File: src/robot_image_defines.svh
// Offsets, bit positions, masks and reset values of the robot input image decoder.
// Assumes inclusion by bare name from every file that needs these constants.
`ifndef ROBOT_IMAGE_DEFINES_SVH
`define ROBOT_IMAGE_DEFINES_SVH

// ---------------------------------------------------------------------------
// Register byte offsets within the slave window
// ---------------------------------------------------------------------------
`define RID_ADDR_W           8
`define RID_OFS_IMAGE        8'h00
`define RID_OFS_LEVELS       8'h04
`define RID_OFS_EVENTS       8'h08
`define RID_OFS_CONTROL      8'h0C
`define RID_OFS_WORD         8'h10
`define RID_OFS_UNSIGNED     8'h14
`define RID_OFS_SIGNED       8'h18

// ---------------------------------------------------------------------------
// Image bit positions
// ---------------------------------------------------------------------------
`define RID_BIT_WELD_START   0
`define RID_BIT_ROBOT_READY  1
`define RID_MODE_LSB         2
`define RID_MODE_MSB         6
`define RID_BIT_GAS_ON       8
`define RID_BIT_WIRE_FWD     9
`define RID_BIT_WIRE_BACK    10
`define RID_BIT_FAULT_ACK    11
`define RID_BIT_TOUCH_SENSE  12
`define RID_BIT_BLOW_OUT     13
`define RID_LINE_LSB         14
`define RID_LINE_MSB         15
`define RID_BIT_WELD_SIM     16
`define RID_BIT_SYNC_PULSE   17
`define RID_BIT_WIRE_BRAKE   22
`define RID_BIT_TORCH_XCHG   23
`define RID_BIT_TEACH        25
`define RID_BIT_SENSE_START  29
`define RID_BIT_SENSE_ABORT  30

// ---------------------------------------------------------------------------
// Masks, field positions and reset values
// ---------------------------------------------------------------------------
`define RID_EDGE_MASK        32'h60002F01
`define RID_LEVEL_MASK       32'h02C3D07E
`define RID_ASSIGNED_MASK    32'h62C3FF7F
`define RID_CTRL_ENABLE      0
`define RID_WORD_MSB         15
`define RID_RST_IMAGE        32'h00000000
`define RID_RST_WORD         16'h0000
`define RID_RST_ENABLE       1'h0

`endif

File: src/robot_image_pkg.sv
// Types shared by the robot input image decoder modules.
// Assumes robot_image_defines.svh is available on the include path.
`include "robot_image_defines.svh"

package robot_image_pkg;

  // ---------------------------------------------------------------------------
  // State of the rising edge finder
  // ---------------------------------------------------------------------------
  typedef struct packed {
    logic [31:0] last;
    logic [31:0] pulses;
  } edge_state_s;

  // ---------------------------------------------------------------------------
  // State of the decoder top
  // ---------------------------------------------------------------------------
  typedef struct packed {
    logic [31:0]             image;
    logic                    strobe;
    logic                    enable;
    logic [15:0]             word;
    logic [31:0]             events;
    logic                    wr_pend;
    logic [`RID_ADDR_W-1:0]  addr;
    logic [31:0]             rdata;
  } decoder_state_s;

endpackage

File: src/image_edge_if.sv
// Carrier between the decoder top and its rising edge finder.
// Assumes both ends run on the same clock.
`timescale 1ns/1ps

interface image_edge_if;
  logic [31:0] image;
  logic        strobe;
  logic        enable;
  logic [31:0] pulses;

  modport src
  (
    output image,
    output strobe,
    output enable,
    input  pulses
  );

  modport det
  (
    input  image,
    input  strobe,
    input  enable,
    output pulses
  );
endinterface

File: src/rising_edge_finder.sv
// Rising edge finder: compares each newly received image with the previous one.
// Assumes strobe is high for one cycle when a new image has been stored.
`timescale 1ns/1ps
`include "robot_image_defines.svh"

module rising_edge_finder
(
  input  wire logic  sys_clk,
  input  wire logic  rst_n,
  image_edge_if.det  edges
);

  robot_image_pkg::edge_state_s state_q;
  robot_image_pkg::edge_state_s state_d;

  // ---------------------------------------------------------------------------
  // Next state
  // ---------------------------------------------------------------------------
  // The previous image is tracked even while disabled, so enabling later does
  // not fire pulses for bits that were already high.
  always_comb
  begin
    state_d        = state_q;
    state_d.pulses = 32'h00000000;
    if (edges.strobe)
    begin
      state_d.last = edges.image;
      if (edges.enable)
      begin
        state_d.pulses = edges.image & ~state_q.last & `RID_EDGE_MASK;
      end
    end
  end

  always_ff @(posedge sys_clk or negedge rst_n)
  begin
    if (!rst_n)
    begin
      state_q <= '0;
    end
    else
    begin
      state_q <= state_d;
    end
  end

  assign edges.pulses = state_q.pulses;

endmodule

File: src/robot_image_decoder.sv
// Robot input image decoder: AHB-Lite slave holding the first image word,
// turning command edges into one-cycle pulses and passing level fields on.
// Assumes a single AHB-Lite master, word transfers only, and that the fieldbus
// stack writes each received image word into the image register.
//
// Functional notes
// - Image flows robot to power source only; robot supplies every command bit.
// - Unsigned words read back as whole numbers from zero to 65535.
// - Signed words read back sign extended, -32768 to 32767.
// - Rising edge on bit 0 starts a weld; held level ignored.
// - Bit 1 high means the robot is ready.
// - Bits 2..6 are the operating mode level field, bit 2 least significant.
// - Rising edge on bit 8 turns shielding gas on.
// - Rising edges on bits 9 and 10 feed wire forward and retract.
// - Rising edge on bit 11 acknowledges and clears a pending fault.
// - Contact sensing is active while bit 12 is high.
// - Rising edge on bit 13 triggers torch blow-out.
// - Bits 14..15 select the process line, bit 14 least significant.
// - Weld simulation without arc is active while bit 16 is high.
// - Synchronous pulse operation is enabled while bit 17 is high.
// - Wire brake is engaged while bit 22 is high.
// - Torch-body exchange is requested while bit 23 is high.
// - Teach operation is active while bit 25 is high.
// - Rising edges on bits 29 and 30 start and abort wire position sensing.
//
// The implementer's own choices: the AHB-Lite register port and the register offsets.
`timescale 1ns/1ps
`include "robot_image_defines.svh"

module robot_image_decoder
(
  input  wire logic        sys_clk,
  input  wire logic        rst_n,
  input  wire logic        hsel,
  input  wire logic [31:0] haddr,
  input  wire logic [1:0]  htrans,
  input  wire logic        hwrite,
  input  wire logic [2:0]  hsize,
  input  wire logic [31:0] hwdata,
  input  wire logic        hready,
  output logic      [31:0] hrdata,
  output logic             hreadyout,
  output logic             hresp,
  output logic             weld_start_pulse,
  output logic             robot_ready,
  output logic      [4:0]  work_mode,
  output logic             gas_on_pulse,
  output logic             wire_fwd_pulse,
  output logic             wire_back_pulse,
  output logic             fault_ack_pulse,
  output logic             touch_sense,
  output logic             blow_out_pulse,
  output logic      [1:0]  process_line,
  output logic             weld_sim,
  output logic             sync_pulse,
  output logic             wire_brake,
  output logic             torch_xchg,
  output logic             teach_mode,
  output logic             sense_start_pulse,
  output logic             sense_abort_pulse
);

  robot_image_pkg::decoder_state_s state_q;
  robot_image_pkg::decoder_state_s state_d;

  image_edge_if edges ();

  logic        addr_phase;
  logic [31:0] levels;
  logic [31:0] pulses;
  logic [31:0] read_mux;
  logic [31:0] unsigned_word;
  logic [31:0] signed_word;

  // ---------------------------------------------------------------------------
  // Edge detection
  // ---------------------------------------------------------------------------
  assign edges.image  = state_q.image;
  assign edges.strobe = state_q.strobe;
  assign edges.enable = state_q.enable;
  assign pulses       = edges.pulses;

  rising_edge_finder u_edges
  (
    .sys_clk (sys_clk),
    .rst_n   (rst_n),
    .edges   (edges)
  );

  // ---------------------------------------------------------------------------
  // Decoded views and read multiplexer
  // ---------------------------------------------------------------------------
  // Level fields are forced low while decoding is disabled, so the welding
  // control never acts on an image that software has not released.
  assign levels = state_q.enable ? (state_q.image & `RID_LEVEL_MASK) : 32'h00000000;

  assign unsigned_word = {16'h0000, state_q.word};
  assign signed_word   = {{16{state_q.word[`RID_WORD_MSB]}}, state_q.word};

  always_comb
  begin
    read_mux = 32'h00000000;
    unique case (haddr[`RID_ADDR_W-1:0])
      `RID_OFS_IMAGE:    read_mux = state_q.image;
      `RID_OFS_LEVELS:   read_mux = levels;
      `RID_OFS_EVENTS:   read_mux = state_q.events;
      `RID_OFS_CONTROL:  read_mux = {31'h00000000, state_q.enable};
      `RID_OFS_WORD:     read_mux = {16'h0000, state_q.word};
      `RID_OFS_UNSIGNED: read_mux = unsigned_word;
      `RID_OFS_SIGNED:   read_mux = signed_word;
      default:           read_mux = 32'h00000000;
    endcase
  end

  // ---------------------------------------------------------------------------
  // Bus slave and register file
  // ---------------------------------------------------------------------------
  // Read data is captured in the address phase. This is safe because the
  // master idles during every data phase, so no write can overlap a read.
  assign addr_phase = hsel && hready && htrans[1];

  always_comb
  begin
    state_d        = state_q;
    state_d.strobe = 1'b0;

    if (addr_phase)
    begin
      state_d.wr_pend = hwrite;
      state_d.addr    = haddr[`RID_ADDR_W-1:0];
      state_d.rdata   = hwrite ? 32'h00000000 : read_mux;
    end
    else if (hready)
    begin
      state_d.wr_pend = 1'b0;
    end

    // Sticky copy of every pulse; a new pulse wins over a clear in the same cycle.
    state_d.events = state_q.events | pulses;

    if (state_q.wr_pend)
    begin
      unique case (state_q.addr)
        `RID_OFS_IMAGE:
        begin
          state_d.image  = hwdata & `RID_ASSIGNED_MASK;
          state_d.strobe = 1'b1;
        end
        `RID_OFS_EVENTS:
        begin
          state_d.events = (state_q.events & ~hwdata) | pulses;
        end
        `RID_OFS_CONTROL:
        begin
          state_d.enable = hwdata[`RID_CTRL_ENABLE];
        end
        `RID_OFS_WORD:
        begin
          state_d.word = hwdata[`RID_WORD_MSB:0];
        end
        default:
        begin
          state_d.strobe = 1'b0;
        end
      endcase
    end
  end

  always_ff @(posedge sys_clk or negedge rst_n)
  begin
    if (!rst_n)
    begin
      state_q        <= '0;
      state_q.image  <= `RID_RST_IMAGE;
      state_q.word   <= `RID_RST_WORD;
      state_q.enable <= `RID_RST_ENABLE;
    end
    else
    begin
      state_q <= state_d;
    end
  end

  // Zero wait states and an OKAY response on every transfer; hsize is not
  // checked, so a narrower access acts on the whole word.
  assign hrdata    = state_q.rdata;
  assign hreadyout = 1'b1;
  assign hresp     = 1'b0;

  // ---------------------------------------------------------------------------
  // Command pulses
  // ---------------------------------------------------------------------------
  assign weld_start_pulse  = pulses[`RID_BIT_WELD_START];
  assign gas_on_pulse      = pulses[`RID_BIT_GAS_ON];
  assign wire_fwd_pulse    = pulses[`RID_BIT_WIRE_FWD];
  assign wire_back_pulse   = pulses[`RID_BIT_WIRE_BACK];
  assign fault_ack_pulse   = pulses[`RID_BIT_FAULT_ACK];
  assign blow_out_pulse    = pulses[`RID_BIT_BLOW_OUT];
  assign sense_start_pulse = pulses[`RID_BIT_SENSE_START];
  assign sense_abort_pulse = pulses[`RID_BIT_SENSE_ABORT];

  // ---------------------------------------------------------------------------
  // Level signals and selection fields
  // ---------------------------------------------------------------------------
  // Scaled quantities arrive already multiplied by the robot; this block only
  // widens them and never rescales.
  assign robot_ready  = levels[`RID_BIT_ROBOT_READY];
  assign work_mode    = levels[`RID_MODE_MSB:`RID_MODE_LSB];
  assign touch_sense  = levels[`RID_BIT_TOUCH_SENSE];
  assign process_line = levels[`RID_LINE_MSB:`RID_LINE_LSB];
  assign weld_sim     = levels[`RID_BIT_WELD_SIM];
  assign sync_pulse   = levels[`RID_BIT_SYNC_PULSE];
  assign wire_brake   = levels[`RID_BIT_WIRE_BRAKE];
  assign torch_xchg   = levels[`RID_BIT_TORCH_XCHG];
  assign teach_mode   = levels[`RID_BIT_TEACH];

endmodule

File: config.mk
export PLATFORM = sky130hd
export DESIGN_NAME = robot_image_decoder
export DESIGN_NICKNAME = d
export VERILOG_FILES = /design/src/robot_image_pkg.sv /design/src/image_edge_if.sv /design/src/rising_edge_finder.sv /design/src/robot_image_decoder.sv
export VERILOG_INCLUDE_DIRS = /design/src
export SDC_FILE = /design/constraint.sdc
export NUM_CORES = 1
export LEC_CHECK = 0
export BUFFER_PORTS_ARGS = -buffer_cell sky130_fd_sc_hd__buf_2
export CAP_MARGIN = 20
export CORE_AREA = 2 2 131 133
export DETAILED_ROUTE_END_ITERATION = 7
export DIE_AREA = 0 0 133 135
export SLEW_MARGIN = 30
export SYNTH_ARGS = -nofsm -noshare
export SYNTH_HDL_FRONTEND = slang
export SYNTH_SLANG_ARGS = --single-unit
File: constraint.sdc
create_clock -name sys_clk -period 5 [get_ports sys_clk]
set_clock_uncertainty 0.05 [all_clocks]
set_input_delay 0.5 -clock sys_clk [delete_from_list [all_inputs] [get_ports sys_clk]]
set_output_delay 0.5 -clock sys_clk [all_outputs]
set_load 0.1 [all_outputs]
==> results.md <==
| Group | Result | This run |
|:---|:---|:---|
| pwr | Net switching component of the power | 0.7262 mW |
| run status | Outcome | finished clean |
| setup path | Chain of cells forming the critical path | or4b_4, nor4_4, buf_4, mux2_2 |
| setup path | Top fanout value on the critical path | 12 |
| synth | Dominant combinational cell family by area after synthesis | compound AO/OA/AOI/OAI gates |
| placed design | Instance count after placement with tap cells included | 734 |
| routing | Residual DRC count | 0 |
| final layout | Layout cells sized above 1 | 34.80% |
| final layout | Final net count | 608 |
| grt | Total Routing Usage GR | 16.81% |
| final layout | Final non-filler cell area | 6694 µm² |
| synth | Synthesis-stage register bit count | 129 |
| flow run | Max capacitance violation total | 0 |
| clock network | TritonCTS clock tree | done |
| sta | Final Max Tran Viols | 0 |
| floorplanning | Initial Util | 34.57% |
| floorplanning | Die Ht | 135 µm |
| grt | Antenna violations before repair | 2 |
| placed design | IO Port Bufs | 99 |
| sta | Normalized max-slew margin | 35.23% |
| sta | Final Hold Slack | 0.2141 ns |
| routing | Post-Route WL | 14320 µm |
| placed design | Total placed instance area | 6102 µm² |
| sta | Number of hold-slack violations in the final timing report | 0 |
| pwr | Clock power frac | 43.2% |
| placed design | Routability congestion estimate from global placement | 0.7784 |
| synth | Count of flip-flops with a built-in enable after synthesis | 0 |
| grt | Maximum number of pins on one net before global-route repair | 61 |
| setup path | Slowest stage cell, crit path | sky130_fd_sc_hd__nor4_4 |
| placed design | Post-placement worst setup slack | 2.295 ns |
| sta | Worst Max-Slew Pin Slew | 0.9644 ns |
| sta | Fmax achieved | 365.6 MHz |
| clock network | Root buf cell | sky130_fd_sc_hd__clkbuf_16 |
| synth | Syn. warnings | 0 |
| synth | Fraction of synthesized cell area taken by the top area cell type | 56.92% |
| setup path | Worst setup path category | flop to flop |
| pwr | Power Dens Cells | 419.7 nW/µm² |
| pwr | Maximum VDD drop | 261.3 µV |
| synth | Share of synthesized flip-flops with an asynchronous set or reset | 100.0% |
| synth | Cell types with the largest area share after synthesis | sky130_fd_sc_hd__dfrtp_1 57%, sky130_fd_sc_hd__mux2_2 9.3%, sky130_fd_sc_hd__buf_4 4.5% |
| setup path | Critical path arrival | 2.98 ns |
| synth | Post-synthesis cell area | 5672 µm² |
| floorplanning | Overall die width | 133 µm |
| synth | Post-Synth Adder-Cell Area | 0% |
| worst hold path | Class of the most critical hold timing path | input pin to flop |
| floorplanning | Placeable core area | 16410 µm² |
| setup path | Buf/Inv on CP | 1 |
| grt | Remaining Overflow, GRT | 0 |
| routing | Detailed-route via count | 3977 |
| final layout | Filler Cell Count | 1564 |
| setup path | Stage delay of the slowest cell on the critical path | 0.82 ns |
| pwr | Switching part of the total | 25.85% |
| synth | Avg Synthesized Cell Area | 12.02 µm² |
| synth | Sequential cell area fraction in the yosys report | 56.92% |
| sta | Setup ws final | 2.265 ns |
| setup path | Nature of the critical path startpoint | flop |
| synth | Share of synthesized area spent on multiplexers | 9.707% |
| final layout | Non-Filler Instances | 767 |
| routing | Detailed-route vias per instance | 5.185 |
| sta | Share of the clock period used by the worst path | 54.71% |
| setup path | Critical path required time | 5.25 ns |
| clock network | Count of hold buffers inserted by post-cts repair | 1 |
| synth | Most instantiated cells after synthesis | 129 x sky130_fd_sc_hd__dfrtp_1, 49 x sky130_fd_sc_hd__nand2_1, 47 x sky130_fd_sc_hd__mux2_2 |
| synth | Most frequent cell after synthesis | sky130_fd_sc_hd__dfrtp_1 |
| synth | Synthesized-area fraction occupied by ao, oa, aoi and oai cells | 15.97% |
| sta | RSZ-0062 raised after global routing | no |
| clock network | Cts bufs inserted | 17 |
| synth | Xor/xnor share of the synthesized area | 0% |
| placed design | DPL Wire Length | 9246 µm |
| grt | Number of global-route vias before repair | 4327 |
| clock network | Max Buffers Root-to-Sink | 2 |
| routing | Antenna-violating nets left | 0 |
| sta | Final Critical Period | 2.735 ns |
| synth | Mapped Nets | 546 |
| synth | Count of cell types in the netlist | 43 |
| clock network | Post-CTS setup-driven buffer insertion count | 0 |
| floorplanning | Cell Rows | 47 |
| pwr | Internal power of the cells | 2.083 mW |
| pwr | Share of total power in sequential cells | 45.3% |
| synth | Primary flip-flop cell chosen by synthesis mapping | sky130_fd_sc_hd__dfrtp_1 |
| floorplanning | IO Pins | 130 |
| routing | WL per Instance | 18.67 µm |
| pwr | Leakage power figure | 3.238 nW |
| pwr | Logic pwr share | 11.5% |
| setup path | Crit path capture type | flop |
| clock network | Latest clock arrival within the worst-skew pair | 0.42 ns |
| clock network | Post-cts repair resize count | 0 |
| sta | Total of endpoints with negative setup slack in the final report | 0 |
| synth | Post-Syn Instances | 472 |
| synth | Post-Synth Simple-Gate Area | 10.10% |
| clock network | Clock sink total | 129 |
| grt | Wire length of the first global-routing pass | 23110 µm |
| routing | Starting DRC count in detailed routing | 256 |
| synth | Synth area leader | sky130_fd_sc_hd__dfrtp_1 |
| setup path | Category of cells accounting for the largest share of critical-path delay | simple AND/OR/NAND/NOR gates |
| routing | Total iterations of the first detailed-routing run | 4 |
| clock network | Clock edge transition at the registers on the reported setup and hold paths | 0.06 ns |
| clock network | Total number of H-tree levels | 4 |
| sta | Final sum of negative setup slack | 0 ns |
| floorplanning | Die area | 17960 µm² |
| final layout | Layout area overhead | 18.02% |
-- stage by stage --
stage / utilization, % / power, mW
3_5_place_dp: 37.19 / 1.614
6_report: 40.80 / 2.809
2_1_floorplan: - / 1.500
4_1_cts: 40.78 / 2.841
5_1_grt: 40.80 / 2.942
3_3_place_gp: 37.13 / 1.592
-- power by group through the flow --
stage	registers, mW	clock network [mW]	logic (mW)
after floorplan	1.26	0	0.242
after global routing	1.29	1.29	0.356
after CTS	1.27	1.24	0.326
final	1.27	1.21	0.323
after detailed placement	1.29	0	0.324
after global placement	1.28	0	0.311
-- cells in the final DEF (no fill, tap or decap), types with 2 or more instances in the layout --
cell and n:
sky130_fd_sc_hd__nor3b_1 8, sky130_fd_sc_hd__a32oi_1 21, sky130_fd_sc_hd__a2bb2oi_1 2, sky130_fd_sc_hd__nand3_1 2
sky130_fd_sc_hd__clkbuf_16 17, sky130_fd_sc_hd__a21oi_1 12, sky130_fd_sc_hd__and2_1 15, sky130_fd_sc_hd__o41ai_1 2
sky130_fd_sc_hd__a221o_1 9, sky130_fd_sc_hd__a21boi_0 27, sky130_fd_sc_hd__clkinv_2 6, sky130_fd_sc_hd__nor2b_1 3
sky130_fd_sc_hd__nor2_1 5, sky130_fd_sc_hd__conb_1 2, sky130_fd_sc_hd__buf_4 5, sky130_fd_sc_hd__nor3_1 7
sky130_fd_sc_hd__nand2_1 49, sky130_fd_sc_hd__a22o_1 11, sky130_fd_sc_hd__inv_1 4, sky130_fd_sc_hd__buf_2 98
sky130_fd_sc_hd__clkbuf_8 3, sky130_fd_sc_hd__mux2_2 47, sky130_fd_sc_hd__clkinvlp_4 3, sky130_fd_sc_hd__a21o_1 8
sky130_fd_sc_hd__dfrtp_1 129, sky130_fd_sc_hd__a22oi_1 5, sky130_fd_sc_hd__o21ai_0 24, sky130_fd_sc_hd__bufinv_16 2
-- cell families after synthesis --
group,Yosys count
simple gates,103
buf+inv,66
compound gates,123
flops,129
other cells,2
mux,49
-- area by class of cell --
cell class	instances	area (µm²)	share of cell area, %
timing repair buffer	104	538.0	8.037
sequential	129	3228	48.22
clock inverter	11	112.6	1.682
clock buffer	20	466.7	6.972
antenna	1	2.502	0.03738
tap	220	275.3	4.112
inverter	5	18.77	0.2804
multi-input combinational	277	2052	30.65
-- per-layer routing --
layer / vias to the layer above / part of all wire, % / GRT usage, %
li1: 1800 / - / -
met1: 2031 / 44 / 21.31
met2: 122 / 49 / 27.43
met3: 22 / 5.4 / 4.467
met4: 2 / 1.5 / 6.870
met5: - / 0.091 / 0
-- worst reg2reg max path: cells and delay by family (launching register included) --
| family | cells | cell delay, ns |
|---|---|---|
| buffers and inverters | 1 | 0.37 |
| muxes | 1 | 0.38 |
| DFF | 1 | 0.38 |
| and+or+nand+nor | 2 | 1.44 |
-- sequential cells by signal (all words and copies together), names as in the netlist --
register,cells
state_q,41
hrdata,32
edges.image,22
signed_word,16
u_edges.edges.pulses,8
u_edges.state_q,8
edges.enable,1
edges.strobe,1
-- path summary, 6_finish.rpt --
kind                                                 startpoint                           endpoint  slack, ns  cells after the start
worst max-delay path                    state_q[37]$_DFFE_PN0P_        edges.image[10]$_DFFE_PN0P_       2.26                      4
worst min-delay path                                 hwdata[26]            state_q[67]$_DFFE_PN0P_       0.21                      2
worst max register to register          state_q[37]$_DFFE_PN0P_        edges.image[10]$_DFFE_PN0P_       2.26                      4
worst min register to register  u_edges.state_q[32]$_DFFE_PN0P_  u_edges.edges.pulses[0]$_DFF_PN0_       0.38                      1
max in group asynchronous                                 rst_n             edges.strobe$_DFF_PN0_       3.32                      3
min in group asynchronous                                 rst_n        edges.image[25]$_DFFE_PN0P_       0.48                      2
Note: power is estimated with default switching activity, not from simulation.
